<file path="src/verilog/line_xcvr_pkg.sv">
// Package for the line transceiver register bank: addresses, bit
// positions, reset values, serial frame layout and pin sample indices.
// Assumes the serial port uses 16-bit frames, header byte first.
package line_xcvr_pkg;
    typedef logic [1:0] reg_addr_t;
    typedef logic [7:0] reg_byte_t;

    // Register addresses
    localparam reg_addr_t ADDR_STATUS   = 2'h0;
    localparam reg_addr_t ADDR_LINE_CFG = 2'h1;
    localparam reg_addr_t ADDR_AUX_CFG  = 2'h2;
    localparam reg_addr_t ADDR_MODE     = 2'h3;

    // Status bit positions
    localparam int ST_AUX_LVL      = 5;
    localparam int ST_LINE_LVL_INV = 4;
    localparam int ST_LINE_FAULT   = 3;
    localparam int ST_LOW_RAIL_UV  = 2;
    localparam int ST_SUPPLY_UV    = 1;
    localparam int ST_OVERHEAT     = 0;

    // Line configuration bit positions
    localparam int CFG_FILTER = 7;
    localparam int CFG_SLEW   = 6;
    localparam int CFG_SINK   = 5;
    localparam int CFG_PP     = 4;
    localparam int CFG_DRV_EN = 3;
    localparam int CFG_LEVEL  = 2;
    localparam int CFG_RX_DIS = 1;
    localparam int CFG_LOAD   = 0;

    // Mode register bit positions
    localparam int MD_LINE_FAULT  = 4;
    localparam int MD_SUPPLY_UV   = 3;
    localparam int MD_OVERHEAT    = 2;
    localparam int MD_LOW_RAIL_EN = 1;

    // Reset values
    localparam reg_byte_t LINE_CFG_RST = 8'h00;
    localparam reg_byte_t AUX_CFG_RST  = 8'h00;

    // Serial frame layout
    localparam logic [4:0] FRAME_BITS = 5'h10;
    localparam logic [4:0] HEAD_BITS  = 5'h08;
    localparam int HEAD_WRITE = 7;
    localparam int HEAD_ADDR_LSB = 5;

    // Indices of sampled comparator and transmit pins
    localparam int IN_LINE_LOW   = 0;
    localparam int IN_LINE_HIGH  = 1;
    localparam int IN_AUX_LOW    = 2;
    localparam int IN_AUX_HIGH   = 3;
    localparam int IN_LINE_FAULT = 4;
    localparam int IN_RAIL_UV    = 5;
    localparam int IN_SUPPLY_UV  = 6;
    localparam int IN_HOT_WARN   = 7;
    localparam int IN_HOT_REL    = 8;
    localparam int IN_TX_EN      = 9;
    localparam int IN_TX_A       = 10;
    localparam int IN_TX_B       = 11;
    localparam int IN_COUNT      = 12;

    typedef enum logic [1:0] {
        SPI_IDLE = 2'b00,
        SPI_HEAD = 2'b01,
        SPI_DATA = 2'b10,
        SPI_DONE = 2'b11
    } spi_state_t;
endpackage

</file>
<file path="src/verilog/reg_access_if.sv">
// Interface between the serial port and the register bank.
// Assumes both ends share clk; strobes are one-cycle pulses.
`timescale 1ns/10ps
`default_nettype none
interface reg_access_if;
    import line_xcvr_pkg::*;
    reg_addr_t addr;
    logic      rdStrobe;
    logic      wrEn;
    reg_byte_t wrData;
    reg_byte_t rdData;
    modport port (output addr, rdStrobe, wrEn, wrData, input rdData);
    modport bank (input addr, rdStrobe, wrEn, wrData, output rdData);
endinterface
`default_nettype wire

</file>
<file path="src/verilog/line_transceiver_status_config_regs.sv">
// Status and line configuration registers of the sensor-line
// transceiver, with the serial port that reaches them.
// Assumes analog comparators deliver plain digital levels on pins.
//
// Notes on behaviour
// - Inverted level bit is 1 below 8V, 0 above 13V.
// - Inverted level stays live, never interrupts, unaffected by reads.
// - Line driver fault sets fault flag, mode bit and interrupt.
// - Low rail under 2.4V sets its flag and monitor enable.
// - Low rail flag interrupts only when monitoring enabled; read clears.
// - Undervoltage indicator high while flag set and rail still low.
// - Supply under 7.4V sets flag, mode bit, interrupt; always on.
// - Overheat sets mode bit and interrupt flag; status read clears.
// - Overheat flag rearms only after cooling below release level.
// - Aux level 0 below 5.2V with logic out high; 1 above 8V.
// - Line config at address 1, all bits RW, reset to zero.
// - Filter select bit picks 500kHz or 1MHz for both receivers.
// - Fast slew bit speeds both drivers; host sets it for 230kbps.
// - In open drain, sink select 1 is low side, 0 high side.
// - Push-pull select 1 gives push-pull, 0 open drain.
// - Soft driver enable forces driver on, else transmit enable pin.
// - With transmit inputs high, drive level bit sets line level.
// - Receiver disable forces receive output high.
// - Line load bit switches the current sink on and off.
// - A fault other than overheat still present after a status read sets its flag again.
// - Four 8-bit registers selected by a 2-bit address.
`timescale 1ns/10ps
`default_nettype none
module line_transceiver_status_config_regs
    import line_xcvr_pkg::*;
(
    input  wire logic clk,
    input  wire logic rst_n,
    input  wire logic sclkPin,
    input  wire logic csPin_n,
    input  wire logic mosiPin,
    output logic      misoOut,
    output logic      misoOeN,
    input  wire logic lineBelowLow,
    input  wire logic lineAboveHigh,
    input  wire logic auxBelowLow,
    input  wire logic auxAboveHigh,
    input  wire logic lineFaultDet,
    input  wire logic lowRailUvDet,
    input  wire logic supplyUvDet,
    input  wire logic overheatWarnDet,
    input  wire logic overheatReleaseDet,
    input  wire logic transmitEnablePin,
    input  wire logic transmitInA,
    input  wire logic transmitInB,
    output logic      irqN,
    output logic      undervoltageIndicator,
    output logic      rxOut,
    output logic      auxInputLogicOut,
    output logic      filterCornerSelect,
    output logic      fastSlewSelect,
    output logic      lineLoadEnable,
    output logic      lineHighSideOn,
    output logic      lineLowSideOn,
    output logic      lineDriverEnabled
);
    import line_xcvr_pkg::*;

    reg_access_if regs ();

    logic [IN_COUNT-1:0] inS;
    reg_byte_t lineConfig_ff;
    reg_byte_t auxConfig_ff;
    logic      lineLevelInverted_ff;
    logic      auxInputLevel_ff;
    logic      lineFaultIrqFlag_ff;
    logic      lineFaultModeFlag_ff;
    logic      lowRailUvFlag_ff;
    logic      lowRailMonitorEnable_ff;
    logic      supplyUvFlag_ff;
    logic      supplyUvModeFlag_ff;
    logic      overheatIrqFlag_ff;
    logic      overheatModeFlag_ff;
    logic      irqN_ff;
    logic      uvInd_ff;
    logic      rxOut_ff;
    logic      auxOut_ff;
    logic      drvHigh_ff;
    logic      drvLow_ff;
    logic      drvOn_ff;
    logic      statusClr;
    logic      driveOn;
    logic      driveData;
    reg_byte_t rdMux;

    // Set-dominant level with hysteresis: hold between thresholds
    function automatic logic hyst(input logic prev,
                                  input logic goOne,
                                  input logic goZero);
        hyst = goOne ? 1'b1 : (goZero ? 1'b0 : prev);
    endfunction

    serial_port_slave u_port (
        .clk     (clk),
        .rst_n   (rst_n),
        .sclkPin (sclkPin),
        .csPin_n (csPin_n),
        .mosiPin (mosiPin),
        .misoOut (misoOut),
        .misoOeN (misoOeN),
        .regs    (regs.port)
    );

    // Comparator and transmit pins are asynchronous to clk
    two_flop_sync #(.WIDTH(IN_COUNT)) u_sync (
        .clk   (clk),
        .rst_n (rst_n),
        .din   ({transmitInB, transmitInA, transmitEnablePin,
                 overheatReleaseDet, overheatWarnDet, supplyUvDet,
                 lowRailUvDet, lineFaultDet, auxAboveHigh,
                 auxBelowLow, lineAboveHigh, lineBelowLow}),
        .dout  (inS)
    );

    // A status read clears the sticky flags in the same cycle
    assign statusClr = regs.rdStrobe && (regs.addr == ADDR_STATUS);

    // Live levels follow comparators; reads never touch them
    always_ff @(posedge clk or negedge rst_n) begin
        if (!rst_n) begin
            lineLevelInverted_ff <= 1'b0;
            auxInputLevel_ff     <= 1'b0;
        end else begin
            lineLevelInverted_ff <= hyst(lineLevelInverted_ff,
                                         inS[IN_LINE_LOW],
                                         inS[IN_LINE_HIGH]);
            auxInputLevel_ff     <= hyst(auxInputLevel_ff,
                                         inS[IN_AUX_HIGH],
                                         inS[IN_AUX_LOW]);
        end
    end

    // Mode bits mirror the fault sources; overheat has hysteresis
    always_ff @(posedge clk or negedge rst_n) begin
        if (!rst_n) begin
            lineFaultModeFlag_ff <= 1'b0;
            supplyUvModeFlag_ff  <= 1'b0;
            overheatModeFlag_ff  <= 1'b0;
        end else begin
            lineFaultModeFlag_ff <= inS[IN_LINE_FAULT];
            supplyUvModeFlag_ff  <= inS[IN_SUPPLY_UV];
            overheatModeFlag_ff  <= hyst(overheatModeFlag_ff,
                                         inS[IN_HOT_WARN],
                                         inS[IN_HOT_REL]);
        end
    end

    // Sticky flags: a pending set wins over a clear by status read.
    // Level-set sources reassert right after a read if still present.
    always_ff @(posedge clk or negedge rst_n) begin
        if (!rst_n) begin
            lineFaultIrqFlag_ff <= 1'b0;
            lowRailUvFlag_ff    <= 1'b0;
            supplyUvFlag_ff     <= 1'b0;
            overheatIrqFlag_ff  <= 1'b0;
        end else begin
            lineFaultIrqFlag_ff <= inS[IN_LINE_FAULT]
                                 | (lineFaultIrqFlag_ff & ~statusClr);
            lowRailUvFlag_ff    <= inS[IN_RAIL_UV]
                                 | (lowRailUvFlag_ff & ~statusClr);
            supplyUvFlag_ff     <= inS[IN_SUPPLY_UV]
                                 | (supplyUvFlag_ff & ~statusClr);
            // Only the rise of the mode bit sets it, so a read while hot
            // keeps it clear until the die has cooled and heated again
            overheatIrqFlag_ff  <= (hyst(overheatModeFlag_ff,
                                         inS[IN_HOT_WARN],
                                         inS[IN_HOT_REL])
                                   & ~overheatModeFlag_ff)
                                 | (overheatIrqFlag_ff & ~statusClr);
        end
    end

    // Monitor enable: set by hardware on low rail, else by software
    always_ff @(posedge clk or negedge rst_n) begin
        if (!rst_n) begin
            lowRailMonitorEnable_ff <= 1'b0;
        end else if (inS[IN_RAIL_UV]) begin
            lowRailMonitorEnable_ff <= 1'b1;
        end else if (regs.wrEn && regs.addr == ADDR_MODE) begin
            lowRailMonitorEnable_ff <= regs.wrData[MD_LOW_RAIL_EN];
        end
    end

    // Configuration writes; status is read-only and ignores writes
    always_ff @(posedge clk or negedge rst_n) begin
        if (!rst_n) begin
            lineConfig_ff <= LINE_CFG_RST;
            auxConfig_ff  <= AUX_CFG_RST;
        end else if (regs.wrEn) begin
            if (regs.addr == ADDR_LINE_CFG) begin
                lineConfig_ff <= regs.wrData;
            end
            if (regs.addr == ADDR_AUX_CFG) begin
                auxConfig_ff <= regs.wrData;
            end
        end
    end

    // Read mux over the four byte registers
    always_comb begin
        rdMux = 8'h00;
        case (regs.addr)
            ADDR_STATUS: begin
                rdMux[ST_AUX_LVL]      = auxInputLevel_ff;
                rdMux[ST_LINE_LVL_INV] = lineLevelInverted_ff;
                rdMux[ST_LINE_FAULT]   = lineFaultIrqFlag_ff;
                rdMux[ST_LOW_RAIL_UV]  = lowRailUvFlag_ff;
                rdMux[ST_SUPPLY_UV]    = supplyUvFlag_ff;
                rdMux[ST_OVERHEAT]     = overheatIrqFlag_ff;
            end
            ADDR_LINE_CFG: rdMux = lineConfig_ff;
            ADDR_AUX_CFG:  rdMux = auxConfig_ff;
            ADDR_MODE: begin
                rdMux[MD_LINE_FAULT]  = lineFaultModeFlag_ff;
                rdMux[MD_SUPPLY_UV]   = supplyUvModeFlag_ff;
                rdMux[MD_OVERHEAT]    = overheatModeFlag_ff;
                rdMux[MD_LOW_RAIL_EN] = lowRailMonitorEnable_ff;
            end
            default: rdMux = 8'h00;
        endcase
    end
    assign regs.rdData = rdMux;

    // Interrupt: level flags drive it low; line level never does
    always_ff @(posedge clk or negedge rst_n) begin
        if (!rst_n) begin
            irqN_ff  <= 1'b1;
            uvInd_ff <= 1'b0;
        end else begin
            irqN_ff  <= ~(lineFaultIrqFlag_ff | supplyUvFlag_ff
                        | overheatIrqFlag_ff
                        | (lowRailUvFlag_ff & lowRailMonitorEnable_ff));
            uvInd_ff <= lowRailMonitorEnable_ff & lowRailUvFlag_ff
                      & inS[IN_RAIL_UV];
        end
    end

    // Driver: soft enable or pin; transmit low means line high
    assign driveOn   = lineConfig_ff[CFG_DRV_EN] | inS[IN_TX_EN];
    assign driveData = ~(inS[IN_TX_A] & inS[IN_TX_B])
                     | lineConfig_ff[CFG_LEVEL];

    // Topology picks which switch may conduct
    always_ff @(posedge clk or negedge rst_n) begin
        if (!rst_n) begin
            drvOn_ff   <= 1'b0;
            drvHigh_ff <= 1'b0;
            drvLow_ff  <= 1'b0;
        end else begin
            drvOn_ff   <= driveOn;
            drvHigh_ff <= driveOn & driveData
                        & (lineConfig_ff[CFG_PP] | ~lineConfig_ff[CFG_SINK]);
            drvLow_ff  <= driveOn & ~driveData
                        & (lineConfig_ff[CFG_PP] | lineConfig_ff[CFG_SINK]);
        end
    end

    // Receiver outputs; disable forces the receive output high
    always_ff @(posedge clk or negedge rst_n) begin
        if (!rst_n) begin
            rxOut_ff  <= 1'b1;
            auxOut_ff <= 1'b1;
        end else begin
            rxOut_ff  <= lineLevelInverted_ff | lineConfig_ff[CFG_RX_DIS];
            auxOut_ff <= ~auxInputLevel_ff;
        end
    end

    // Analog controls come straight from the configuration flops
    assign filterCornerSelect    = lineConfig_ff[CFG_FILTER];
    assign fastSlewSelect        = lineConfig_ff[CFG_SLEW];
    assign lineLoadEnable        = lineConfig_ff[CFG_LOAD];
    assign irqN                  = irqN_ff;
    assign undervoltageIndicator = uvInd_ff;
    assign rxOut                 = rxOut_ff;
    assign auxInputLogicOut      = auxOut_ff;
    assign lineHighSideOn        = drvHigh_ff;
    assign lineLowSideOn         = drvLow_ff;
    assign lineDriverEnabled     = drvOn_ff;

    // Checks on the bank's own behaviour
    line_low_a: assert property (@(posedge clk) disable iff (!rst_n)
        inS[IN_LINE_LOW] |=> lineLevelInverted_ff ##1 rxOut)
        else $error("line level bit not set for low line");

    level_quiet_a: assert property (@(posedge clk) disable iff (!rst_n)
        statusClr && !inS[IN_LINE_LOW] && !inS[IN_LINE_HIGH]
        |=> $stable(lineLevelInverted_ff))
        else $error("status read changed line level bit");

    line_fault_a: assert property (@(posedge clk) disable iff (!rst_n)
        inS[IN_LINE_FAULT] |=> lineFaultIrqFlag_ff && lineFaultModeFlag_ff
        ##1 !irqN)
        else $error("line fault did not raise flags and interrupt");

    rail_uv_a: assert property (@(posedge clk) disable iff (!rst_n)
        inS[IN_RAIL_UV] |=> lowRailUvFlag_ff && lowRailMonitorEnable_ff)
        else $error("low rail flag or monitor enable not set");

    rail_gate_a: assert property (@(posedge clk) disable iff (!rst_n)
        lowRailUvFlag_ff && !lowRailMonitorEnable_ff && !lineFaultIrqFlag_ff
        && !supplyUvFlag_ff && !overheatIrqFlag_ff |=> irqN)
        else $error("disabled low rail flag drove interrupt");

    uv_ind_a: assert property (@(posedge clk) disable iff (!rst_n)
        !inS[IN_RAIL_UV] |=> !undervoltageIndicator)
        else $error("indicator high after rail recovered");

    supply_uv_a: assert property (@(posedge clk) disable iff (!rst_n)
        inS[IN_SUPPLY_UV] |=> supplyUvFlag_ff ##1 !irqN)
        else $error("supply undervoltage did not interrupt");

    hot_rearm_a: assert property (@(posedge clk) disable iff (!rst_n)
        $rose(overheatIrqFlag_ff) |-> $rose(overheatModeFlag_ff))
        else $error("overheat flag set without new excursion");

    cfg_write_a: assert property (@(posedge clk) disable iff (!rst_n)
        regs.wrEn && regs.addr == ADDR_LINE_CFG
        |=> lineConfig_ff == $past(regs.wrData))
        else $error("line config write not stored");

    soft_enable_a: assert property (@(posedge clk) disable iff (!rst_n)
        lineConfig_ff[CFG_DRV_EN] |=> lineDriverEnabled)
        else $error("soft enable did not turn driver on");

    rx_disable_a: assert property (@(posedge clk) disable iff (!rst_n)
        lineConfig_ff[CFG_RX_DIS] |=> rxOut)
        else $error("receive output low while disabled");

    irq_clear_a: assert property (@(posedge clk) disable iff (!rst_n)
        !irqN && statusClr && !inS[IN_LINE_FAULT] && !inS[IN_RAIL_UV]
        && !inS[IN_SUPPLY_UV] && !inS[IN_HOT_WARN] |=> ##1 irqN)
        else $error("interrupt not released after status read");

    aux_level_a: assert property (@(posedge clk) disable iff (!rst_n)
        inS[IN_AUX_HIGH] |=> auxInputLevel_ff ##1 !auxInputLogicOut)
        else $error("aux level or logic out wrong for high input");

    high_side_a: assert property (@(posedge clk) disable iff (!rst_n)
        !lineConfig_ff[CFG_PP] && !lineConfig_ff[CFG_SINK] |=> !lineLowSideOn)
        else $error("low side on in high side open drain");
endmodule
`default_nettype wire

</file>
<file path="src/verilog/two_flop_sync.sv">
// Two-stage synchroniser for a group of asynchronous pins.
// Assumes each bit is an independent level; no bus coherence.
`timescale 1ns/10ps
`default_nettype none
module two_flop_sync #(
    parameter int               WIDTH   = 1,
    parameter logic [WIDTH-1:0] RST_VAL = '0
) (
    input  wire logic             clk,
    input  wire logic             rst_n,
    input  wire logic [WIDTH-1:0] din,
    output logic      [WIDTH-1:0] dout
);
    logic [WIDTH-1:0] meta_ff;

    // First stage feeds only the second stage
    always_ff @(posedge clk or negedge rst_n) begin
        if (!rst_n) begin
            meta_ff <= RST_VAL;
            dout    <= RST_VAL;
        end else begin
            meta_ff <= din;
            dout    <= meta_ff;
        end
    end
endmodule
`default_nettype wire

</file>
<file path="src/verilog/serial_port_slave.sv">
// Serial port slave: mode 0, MSB first, 16-bit frames.
// Header: bit7 write, bits6:5 address; then one data byte.
// Assumes sclk is slow against clk (at least 4 clk per half period).
`timescale 1ns/10ps
`default_nettype none
module serial_port_slave
    import line_xcvr_pkg::*;
(
    input  wire logic   clk,
    input  wire logic   rst_n,
    input  wire logic   sclkPin,
    input  wire logic   csPin_n,
    input  wire logic   mosiPin,
    output logic        misoOut,
    output logic        misoOeN,
    reg_access_if.port  regs
);
    logic [2:0] pinS;
    logic       sclkDly_ff;
    spi_state_t state_ff;
    logic [4:0] bitCnt_ff;
    reg_byte_t  rxShift_ff;
    reg_byte_t  txShift_ff;
    logic       isWrite_ff;
    reg_addr_t  addr_ff;
    logic       rdStrobe_ff;
    logic       wrEn_ff;
    reg_byte_t  wrData_ff;
    logic       misoOeN_ff;
    logic       rise;
    logic       fall;
    reg_byte_t  nxt_rx;

    // Chip select resets to its idle high level
    two_flop_sync #(.WIDTH(3), .RST_VAL(3'h2)) u_sync (
        .clk   (clk),
        .rst_n (rst_n),
        .din   ({mosiPin, csPin_n, sclkPin}),
        .dout  (pinS)
    );

    // Edges of the synchronised clock
    assign rise   = pinS[0] & ~sclkDly_ff;
    assign fall   = ~pinS[0] & sclkDly_ff;
    assign nxt_rx = {rxShift_ff[6:0], pinS[2]};

    // Frame sequencer; a rise of chip select aborts any frame
    always_ff @(posedge clk or negedge rst_n) begin
        if (!rst_n) begin
            sclkDly_ff  <= 1'b0;
            state_ff    <= SPI_IDLE;
            bitCnt_ff   <= 5'h00;
            rxShift_ff  <= 8'h00;
            isWrite_ff  <= 1'b0;
            addr_ff     <= 2'h0;
            rdStrobe_ff <= 1'b0;
            wrEn_ff     <= 1'b0;
            wrData_ff   <= 8'h00;
        end else begin
            sclkDly_ff  <= pinS[0];
            rdStrobe_ff <= 1'b0;
            wrEn_ff     <= 1'b0;
            if (pinS[1]) begin
                state_ff  <= SPI_IDLE;
                bitCnt_ff <= 5'h00;
            end else begin
                case (state_ff)
                    SPI_IDLE: begin
                        state_ff  <= SPI_HEAD;
                        bitCnt_ff <= 5'h00;
                    end
                    SPI_HEAD: if (rise) begin
                        rxShift_ff <= nxt_rx;
                        bitCnt_ff  <= bitCnt_ff + 5'h01;
                        if (bitCnt_ff == HEAD_BITS - 5'h01) begin
                            isWrite_ff  <= nxt_rx[HEAD_WRITE];
                            addr_ff     <= nxt_rx[HEAD_ADDR_LSB +: 2];
                            rdStrobe_ff <= ~nxt_rx[HEAD_WRITE];
                            state_ff    <= SPI_DATA;
                        end
                    end
                    SPI_DATA: if (rise) begin
                        rxShift_ff <= nxt_rx;
                        bitCnt_ff  <= bitCnt_ff + 5'h01;
                        if (bitCnt_ff == FRAME_BITS - 5'h01) begin
                            wrEn_ff   <= isWrite_ff;
                            wrData_ff <= nxt_rx;
                            state_ff  <= SPI_DONE;
                        end
                    end
                    default: state_ff <= SPI_DONE;
                endcase
            end
        end
    end

    // Read data loads after the header, then shifts on falling edges
    always_ff @(posedge clk or negedge rst_n) begin
        if (!rst_n) begin
            txShift_ff <= 8'h00;
            misoOeN_ff <= 1'b1;
        end else begin
            misoOeN_ff <= pinS[1];
            if (pinS[1]) begin
                txShift_ff <= 8'h00;
            end else if (rdStrobe_ff) begin
                txShift_ff <= regs.rdData;
            end else if (fall && state_ff == SPI_DATA && bitCnt_ff > HEAD_BITS) begin
                txShift_ff <= {txShift_ff[6:0], 1'b0};
            end
        end
    end

    assign misoOut       = txShift_ff[7];
    assign misoOeN       = misoOeN_ff;
    assign regs.addr     = addr_ff;
    assign regs.rdStrobe = rdStrobe_ff;
    assign regs.wrEn     = wrEn_ff;
    assign regs.wrData   = wrData_ff;
endmodule
`default_nettype wire

</file>
<file path="config.mk">
export PLATFORM = sky130hd
export DESIGN_NAME = line_transceiver_status_config_regs
export DESIGN_NICKNAME = d
export VERILOG_FILES = /design/src/verilog/line_xcvr_pkg.sv /design/src/verilog/reg_access_if.sv /design/src/verilog/line_transceiver_status_config_regs.sv /design/src/verilog/two_flop_sync.sv /design/src/verilog/serial_port_slave.sv
export SDC_FILE = /design/constraint.sdc
export NUM_CORES = 1
export LEC_CHECK = 0
export BUFFER_PORTS_ARGS = -buffer_cell sky130_fd_sc_hd__buf_2
export CAP_MARGIN = 20
export CORE_MARGIN = 1
export CORE_UTILIZATION = 30
export DETAILED_ROUTE_END_ITERATION = 8
export PLACE_DENSITY = 0.54
export SLEW_MARGIN = 20
export SYNTH_ARGS = -nofsm -noshare
export SYNTH_HDL_FRONTEND = slang
export SYNTH_SLANG_ARGS = --single-unit
</file>
<file path="constraint.sdc">
create_clock -name clk -period 4.4 [get_ports clk]
set_clock_uncertainty 0.05 [all_clocks]
set_input_delay 0.22 -clock clk [delete_from_list [all_inputs] [get_ports clk]]
set_output_delay 0.22 -clock clk [all_outputs]
set_load 0.05 [all_outputs]
</file>
# Word level (Yosys, flattened, before mapping)
# Index checks and enable logic that the tools add are counted.
# totals
word_cells	136
output_inout_bits	12
reg_bits	100
n_memories	0
rom_bits	0
latchBits	0
ram_bits	0
# op_classes
n_lt_le_gt_ge	1
n_addsub	1
multipliers	0
n_mux	32
bitwise	37
eq_ne	12
div	0
reduce_logical	19
n_shift	0
# op_table
cell	n
8-bit two-way mux	3
1-bit two-way mux	16
4-bit one-hot mux with 4 select lines	1
1-bit bitwise AND	14
3-bit by 2-bit inequality test with 1-bit output (second input constant)	4
1-bit bitwise OR	12
4-bit AND reduction	3
1-bit inverter	11
2-bit two-way mux	5
5-bit two-way mux	2
5-bit one-hot mux with 2 select lines	1
2-bit equality test (second input constant)	3
1-bit one-hot mux with 3 select lines	2
2-bit one-hot mux with 3 select lines	1
2-bit AND reduction	3
2-bit nonzero test	3
3-bit nonzero test	2
5-bit by 1-bit adder with 5-bit output (second input constant)	1
5-bit by 3-bit equality test with 1-bit output (second input constant)	1
5-bit by 4-bit equality test with 1-bit output (second input constant)	1
5-bit by 4-bit > comparator with 1-bit output (second input constant)	1
2-bit by 1-bit equality test with 1-bit output (second input constant)	2
1-bit logical AND	4
2-bit zero test	2
4 further kinds	4

# Logic depth before layout (Yosys ltp)
# Gate-level depths: netlist (run 1).
# logic_depth
word_depth	7
depth_mapped	7
mapped_depth_nobuf	7

# By module
# Synthesis (run 1) repeated with hierarchy kept, for this count alone.
# unflattened
cells_unflattened	288
area_unflattened_um2	3986.3
# by_module_without_submodules
module	area_each_um2	seq_area_each_um2	instances	cells_each
serial_port_slave	1826.8	927.1	1	155
line_transceiver_status_config_regs	1406.3	829.5	1	103
two_flop_sync (u_sync)	600.6	600.6	1	24
two_flop_sync (u_port.u_sync)	152.6	152.6	1	6

# Least setup slack after synthesis (run 1)
# Ideal clock, no wire load.
# synth_timing
path_type	register -> register
startpoint	reg u_port.bitCnt_ff[0]
endpoint	reg u_port.wrData_ff[0] (netlist: u_port.regs.wrData[0])
arrival_ns	1.714
required_ns	4.225
path_stages_with_launch	7
setup_time_ns	0.125
n_path_buf	0
path_slack_ns	2.511
path_cell_list	dfrtp_1 > ha_1 > and3_1 > ha_1 > nand3b_1 > nor3b_4 > mux2_2
# synth_between
elab_chain_cells	2
# synth_rtl
element	line_no	rtl
start: declaration	serial_port_slave.sv:21	logic [4:0] bitCnt_ff;
start signal: assignment	serial_port_slave.sv:74	bitCnt_ff <= bitCnt_ff + 5'h01;
start signal: assignment	serial_port_slave.sv:84	bitCnt_ff <= bitCnt_ff + 5'h01;
5-bit by 4-bit equality test with 1-bit output	serial_port_slave.sv:85	if (bitCnt_ff == FRAME_BITS - 5'h01) begin
4-bit AND reduction (no line)	--	
end signal: assignment	serial_port_slave.sv:87	wrData_ff <= nxt_rx;
end: declaration	serial_port_slave.sv:28	reg_byte_t wrData_ff;
# Every way passes these cells.
# A chain may end at the register's enable or synchronous reset.

# Final worst setup path (run 1)
# layout_timing
startpoint	reg u_port.bitCnt_ff[0]
endpoint	reg u_port.wrData_ff[3] (netlist: u_port.regs.wrData[3])
# Same word-level chain as after synthesis.

==> run_results.csv, run 1 <==
group,metric,value,unit
synth,synth_area_leader_cell,"dfrtp_1",
worst_setup_path,required,4.57,ns
global_routing,grt_pass1_vias,2305,
clock_network,clk_latency,0.34,ns
worst_setup_path,worstReg2RegStart,"u_port.bitCnt_ff[0]$_DFFE_PN0P_",
routing,ant_nets,0,
final_layout,area_growth,20.3,%
routing,post-route-drc-count,0,
synth,synth-simple-area-share,6.24,%
worst_setup_path,crit_arrival,2.32,ns
worst_setup_path,r2r-end,"u_port.regs.wrData[3]$_DFFE_PN0P_",
clock_network,post_cts.repair.setup_buffers,0,
floorplan,die_x,115,um
synth,synth_top_family_by_area,"multiplexers",
clock_network,clock_path_buffers,2,
synth,ys_top_cells_by_area,"dfrtp_1 (61%), mux2_2 (10%), ha_1 (4.6%), dfstp_2 (4.1%), mux2i_1 (2.4%)",
worst_hold_path,min_from,"u_port.u_sync.meta_ff[1]$_DFF_PN1_",
worst_hold_path,hold_end,"u_port.u_sync.dout[1]$_DFF_PN1_",
synth,synth.avg_cell_area,14.4,um^2
timing,worst_slack,2.26,ns
clock_network,ctsHoldBuffers,16,
synth,synthFlopType,"dfrtp_1",
synth,synth_cells,266,
worst_setup_path,cp_common_cell,"ha_1",
worst_setup_path,r2r_cells,6,
final_layout,nNetsFinal,348,
clock_network,clkTransAtPathRegs,0.07,ns
clock_network,clockRootBuffer,"clkbuf_16",
worst_setup_path,setup.worst_path.end_class,"flop",
power,vdd_drop_max,0.000319,V
worst_setup_path,r2r_slack,2.26,ns
global_routing,grt_usage,11.8,%
synth,async_flop_share,100,%
placed_design,dp_hpwl,4600,um
timing,setup_tns,0,ns
floorplan,coreArea,0.0122,mm^2
global_routing,grt_pass1_wl,11900,um
synth,synth-compound-area-share,9.34,%
worst_setup_path,path_class,"reg -> reg",
outcome,status,"completed",
timing,period_share,48.7,%
run,maxCapViolations,0,
floorplan,design.die.area,0.0132,mm^2
placed_design,portBuffers,28,
synth,synth_cell_types,43,
global_routing,antenna_found_initial,0,
timing,max_freq,467,MHz
routing,wl_per_cell,14.4,um
clock_network,cts_tree,"done",
clock_network,clock_sinks,100,
power,leakage,2.18,nW
floorplan,ios,29,
synth,synthAdderAreaFrac,4.57,%
synth,synth_seq_area_share,65.5,%
clock_network,htree_levels,3,
routing,dr.first_iter.drc_count,103,
clock_network,cts_buffers,9,
synth,synth_common_cells,"dfrtp_1 (94), mux2_2 (34), inv_1 (15)",
synth,synth_xor_area_share,0,%
power,pwr_density_cell,433,mW/mm^2
timing,period_needed,2.14,ns
routing,first_pass_iters,9,
synth,yosys_warnings,0,
global_routing,grt_overflow_total,0,
worst_setup_path,path_cells,"ha_1 -> and3_1 -> ha_1 -> nand3b_1 -> nor3b_4 -> mux2_2",
final_layout,layout-drive-gt1-share,27.6,%
floorplan,core.rowCount,40,
final_layout,instances_no_fill,490,
synth,synth_fp_nets,297,
timing,setup_viol_count_final,0,
synth,synth.cell_area,0.00383,mm^2
worst_hold_path,hold_path_depth,0,
worst_setup_path,cp-start-kind,"flop",
synth,synthMuxAreaShare,12.3,%
worst_setup_path,critPathSlowestCell,"nor3b_4",
synth,ys_seq_elements,100,
floorplan,start_util,31.4,%
final_layout,fillerInstances,1194,
synth,synth_edf_count,0,
synth,synth_most_common_cell,"dfrtp_1",
final_layout,final_area,0.00461,mm^2
timing,max_slew_margin,44.9,%
placed_design,placed_area,0.00417,mm^2
routing,vias_per_cell,4.56,
worst_hold_path,hold_path_class,"reg -> reg",
timing,hold_violations,0,
routing,drt-total-wl,7040,um
synth,yosysTopAreaCellShare,61.4,%
timing,finalMaxSlewViolations,0,
timing,rsz0062_at_grt,"false",
timing,tightest_slew,0.826,ns
placed_design,place.gp.congestion,0.759,
global_routing,grt_max_degree,67,
routing,vias,2236,
worst_setup_path,critPathMaxStageDelay,0.48,ns
final_layout,n_antenna_cell,0,
placed_design,placedCellCount,458,
placed_design,dp_worst_setup_slack,2.31,ns
clock_network,post_cts_resized,0,
floorplan,die_h,115,um
worst_setup_path,worstPathMaxFanout,9,
## worst max-delay path: cells and delay by family, from the launching register on
kind	cells	cell delay, ns
flip-flops	1	0.42
AND/OR/NAND/NOR	3	0.79
multiplexers	1	0.39
adder cells (fa/ha/maj)	2	0.37
## layout make-up
class	instances	area, um^2	area share (%)
clock buffer	12	246	5.34
clock inverter	4	33.8	0.733
inverter	15	56.3	1.22
multi-input combinational	146	1240	27.0
sequential	100	2510	54.4
tap	168	210	4.56
timing repair buffer	45	310	6.73
## worst max-delay path by stage
stage                                             end  slack (ns)                            start  cells after the start
finish              u_port.regs.wrData[3]$_DFFE_PN0P_        2.26  u_port.bitCnt_ff[0]$_DFFE_PN0P_                      6
global route        u_port.regs.wrData[2]$_DFFE_PN0P_        2.14  u_port.bitCnt_ff[0]$_DFFE_PN0P_                      6
CTS                 u_port.regs.wrData[3]$_DFFE_PN0P_        2.26  u_port.bitCnt_ff[0]$_DFFE_PN0P_                      6
detailed placement  u_port.regs.wrData[2]$_DFFE_PN0P_        2.31  u_port.bitCnt_ff[0]$_DFFE_PN0P_                      6
global placement    u_port.regs.wrData[3]$_DFFE_PN0P_        2.34  u_port.bitCnt_ff[0]$_DFFE_PN0P_                      6
floorplan           u_port.regs.wrData[0]$_DFFE_PN0P_        2.51  u_port.bitCnt_ff[0]$_DFFE_PN0P_                      6
## sequential cells by signal, summed over array words and instances (netlist names), 5 cells and up
name / cells
u_port.txShift_ff: 8
u_port.regs.wrData: 8
u_port.bitCnt_ff: 5
lineConfig_ff: 8
auxConfig_ff: 8
u_sync.meta_ff: 12
u_port.rxShift_ff: 7
u_sync.dout: 12
## per-stage QoR
| step | hold slack (ns) | total power, mW | utilization [%] |
|---|---|---|---|
| floorplan | -0.126 | 1.18 | - |
| global placement | 0.277 | 1.25 | 34.2 |
| detailed placement | 0.278 | 1.26 | 34.2 |
| CTS | 0.295 | 2.02 | 37.8 |
| global route | 0.303 | 2.09 | 37.8 |
| finish | 0.294 | 2.00 | 37.8 |
## report_power, final
part           switching, mW  internal [mW]
registers             0.0443          0.978
clock network          0.337          0.403
logic                  0.136         0.0993
total                  0.517           1.48
## placed cells by master (no fill, tap or decap), types with 3 or more instances in the layout
cell type,instances
nor2_1,11
inv_1,15
nand2_1,10
a31oi_1,3
nand3b_1,3
mux2_2,34
a21oi_1,5
a21o_1,4
o21ai_0,4
o21bai_1,3
clkbuf_16,9
a222oi_1,6
dlygate4sd3_1,16
ha_1,14
buf_2,27
o2bb2ai_1,8
mux2i_1,9
dfrtp_1,94
dfstp_2,6
## per-layer routing
metal	track usage, %	vias to the layer above	routed length (um)
met3	2.90	10	203
met2	18.3	36	3230
li1	-	1056	-
met1	16.0	1134	3500
met4	4.42	0	113
met5	0	-	0
## logic make-up after synthesis
kind of cell / count (synthesis)
AOI/OAI and AO/OA: 46
adders and majority gates: 14
buffers and inverters: 20
DFF: 100
muxes: 43
and+or+nand+nor: 43
No activity file was read; power rests on OpenSTA's default activity.
==> inputs of run 2 (changes only) <==
==> constraint.sdc (replaced) <==
create_clock -name clk -period 2 [get_ports clk]
set_clock_uncertainty 0.05 [all_clocks]
set_input_delay 0.1 -clock clk [delete_from_list [all_inputs] [get_ports clk]]
set_output_delay 0.1 -clock clk [all_outputs]
set_load 0.05 [all_outputs]
==> run 2 against run 1 <==
Net effect:
- non-clock buffer count grew 9
- sequential cell count stayed put
- routed wire length rose by 0.97%
- core utilization is 1.1 points higher
- critical endpoint is now u_port.regs.wrData[1]$_DFFE_PN0P_
- largest cell class unchanged
- highest routed layer unchanged
==> run_results.csv, run 2 (synthesis results as in run 1) <==
group,metric,value,unit
outcome,status,"completed",
power,vdd_drop_max,0.000417,V
worst_setup_path,crit_arrival,2.11,ns
timing,finalMaxSlewViolations,0,
clock_network,cts_tree,"done",
final_layout,layout-drive-gt1-share,30.2,%
worst_setup_path,worstReg2RegStart,"u_port.bitCnt_ff[0]$_DFFE_PN0P_",
placed_design,portBuffers,28,
worst_setup_path,endpoint,"u_port.regs.wrData[1]$_DFFE_PN0P_",
global_routing,grt_max_degree,45,
worst_setup_path,required,2.17,ns
floorplan,coreArea,0.0122,mm^2
global_routing,grt_overflow_total,0,
placed_design,dp_worst_setup_slack,-0.0300,ns
worst_setup_path,worstPathMaxFanout,9,
final_layout,fillerInstances,1192,
worst_setup_path,critPathSlowestCell,"dfrtp_1",
power,p_seq_share,49.6,%
final_layout,mostFrequentLayoutCells,"dfrtp_1 (94), mux2_2 (34), buf_2 (27)",
power,switchingPower,1.13,mW
clock_network,htree_levels,3,
power,clockPowerShare,38.3,%
floorplan,design.die.area,0.0132,mm^2
timing,max_freq,517,MHz
worst_setup_path,r2r_slack,0.07,ns
global_routing,antenna_found_initial,0,
timing,tightest_slew,0.628,ns
global_routing,grt_pass1_vias,2387,
final_layout,final_common_cell,"dfrtp_1",
worst_hold_path,hold_path_class,"in -> async",
worst_setup_path,r2r_cells,7,
worst_setup_path,startpoint,"u_port.bitCnt_ff[0]$_DFFE_PN0P_",
timing,setup_viol_count_final,0,
floorplan,core.rowCount,40,
worst_setup_path,setup.worst_path.end_class,"flop",
routing,ant_nets,0,
run,maxCapViolations,0,
clock_network,clockRootBuffer,"clkbuf_16",
floorplan,start_util,31.4,%
final_layout,n_antenna_cell,0,
power,leakage,2.25,nW
final_layout,nNetsFinal,357,
clock_network,clock_path_buffers,2,
routing,wl_per_cell,14.3,um
placed_design,dp_hpwl,4870,um
clock_network,clk_latency,0.34,ns
routing,vias_per_cell,4.51,
placed_design,place.gp.congestion,0.761,
floorplan,ios,29,
routing,drt-total-wl,7110,um
clock_network,clock_sinks,100,
clock_network,cts_buffers,9,
final_layout,fin_util,38.9,%
worst_setup_path,critPathMaxStageDelay,0.39,ns
worst_setup_path,cp-start-kind,"flop",
worst_setup_path,path_cells,"ha_4 -> and3_1 -> ha_1 -> nand3b_1 -> nor3b_4 -> buf_12 -> mux2_2",
floorplan,die_x,115,um
routing,first_pass_iters,4,
worst_setup_path,r2r-end,"u_port.regs.wrData[1]$_DFFE_PN0P_",
routing,vias,2250,
power,internal_power,3.41,mW
timing,period_share,96.7,%
timing,hold_violations,0,
final_layout,top_regs,"u_sync.dout (12), u_sync.meta_ff (12)",
global_routing,grt_usage,12.0,%
timing,rsz0062_at_grt,"true",
routing,dr.first_iter.drc_count,124,
power,pwr_density_cell,957,mW/mm^2
clock_network,clkTransAtPathRegs,0.06,ns
worst_setup_path,path_class,"reg -> reg",
timing,period_needed,1.93,ns
timing,max_slew_margin,57.6,%
final_layout,area_growth,23.8,%
power,combPwrFrac,12.1,%
timing,worst_slack,0.0658,ns
floorplan,die_h,115,um
power,switching_share,24.9,%
global_routing,grt_pass1_wl,12200,um
routing,post-route-drc-count,0,
timing,setup_tns,0,ns
==> run 2: layer usage <==
metal / vias to the layer above / routed length [um] / track usage, %
met1: 1146 / 3510 / 16.1
met5: - / 0 / 0
met4: 0 / 155 / 6.23
met3: 11 / 161 / 2.32
li1: 1066 / - / -
met2: 27 / 3280 / 18.7
==> run 2: worst min path at each step <==
| stage | startpoint | endpoint | slack, ns | cells past startpoint |
|---|---|---|---|---|
| after detailed placement | rst_n | u_sync.meta_ff[6]$_DFF_PN0_ | 0.06 | 1 |
| after global routing | rst_n | u_sync.meta_ff[4]$_DFF_PN0_ | 0.27 | 2 |
| after global placement | rst_n | u_sync.meta_ff[6]$_DFF_PN0_ | 0.07 | 1 |
| after CTS | rst_n | u_sync.meta_ff[4]$_DFF_PN0_ | 0.24 | 2 |
| after floorplan | rst_n | auxConfig_ff[0]$_DFFE_PN0P_ | -0.25 | 0 |
| final | rst_n | u_sync.meta_ff[4]$_DFF_PN0_ | 0.22 | 2 |
==> run 2: power by group through the flow <==
stage	Combinational (mW)	Clock, mW	Sequential [mW]
after global routing	0.620	1.87	2.27
after CTS	0.557	1.79	2.25
after detailed placement	0.528	0	2.29
final	0.551	1.74	2.25
after floorplan	0.317	0	2.28
after global placement	0.522	0	2.28
==> run 2: metrics by stage <==
stage / area, um^2 / power [mW] / instances / hold slack, ns
after floorplan: 3830 / 2.59 / 266 / -0.246
final: 4740 / 4.54 / 499 / 0.217
after CTS: 4730 / 4.59 / 499 / 0.236
after global placement: 4240 / 2.80 / 466 / 0.0661
after global routing: 4740 / 4.75 / 499 / 0.271
after detailed placement: 4240 / 2.82 / 466 / 0.0612
==> run 2: area by class of cell <==
class	count	area (um^2)	share of cell area [%]
clock buffers	11	243	5.12
clock inverters	5	60.1	1.27
inverters	15	56.3	1.19
multi-input cells	146	1260	26.6
flip-flops and latches	100	2510	52.9
well taps	168	210	4.43
repair buffers	54	403	8.49
==> run 2: what timing repair did <==
item                                    in CTS  in global routing
hold endpoints to repair                    52                  0
buffers inserted                             1                  0
gates resized for setup                      0                  3
gates cloned                                 0                  0
hold buffers                                16                  0
pin swaps                                    1                  1
endpoints found under the setup margin       8                 10
==> run 2: critical path: cells and delay by family, from the launching register on <==
kind                       cells  cell delay, ns
and+or+nand+nor                3            0.58
muxes                          1            0.33
adders and majority gates      2            0.30
DFF                            1            0.39
buffers and inverters          1            0.16
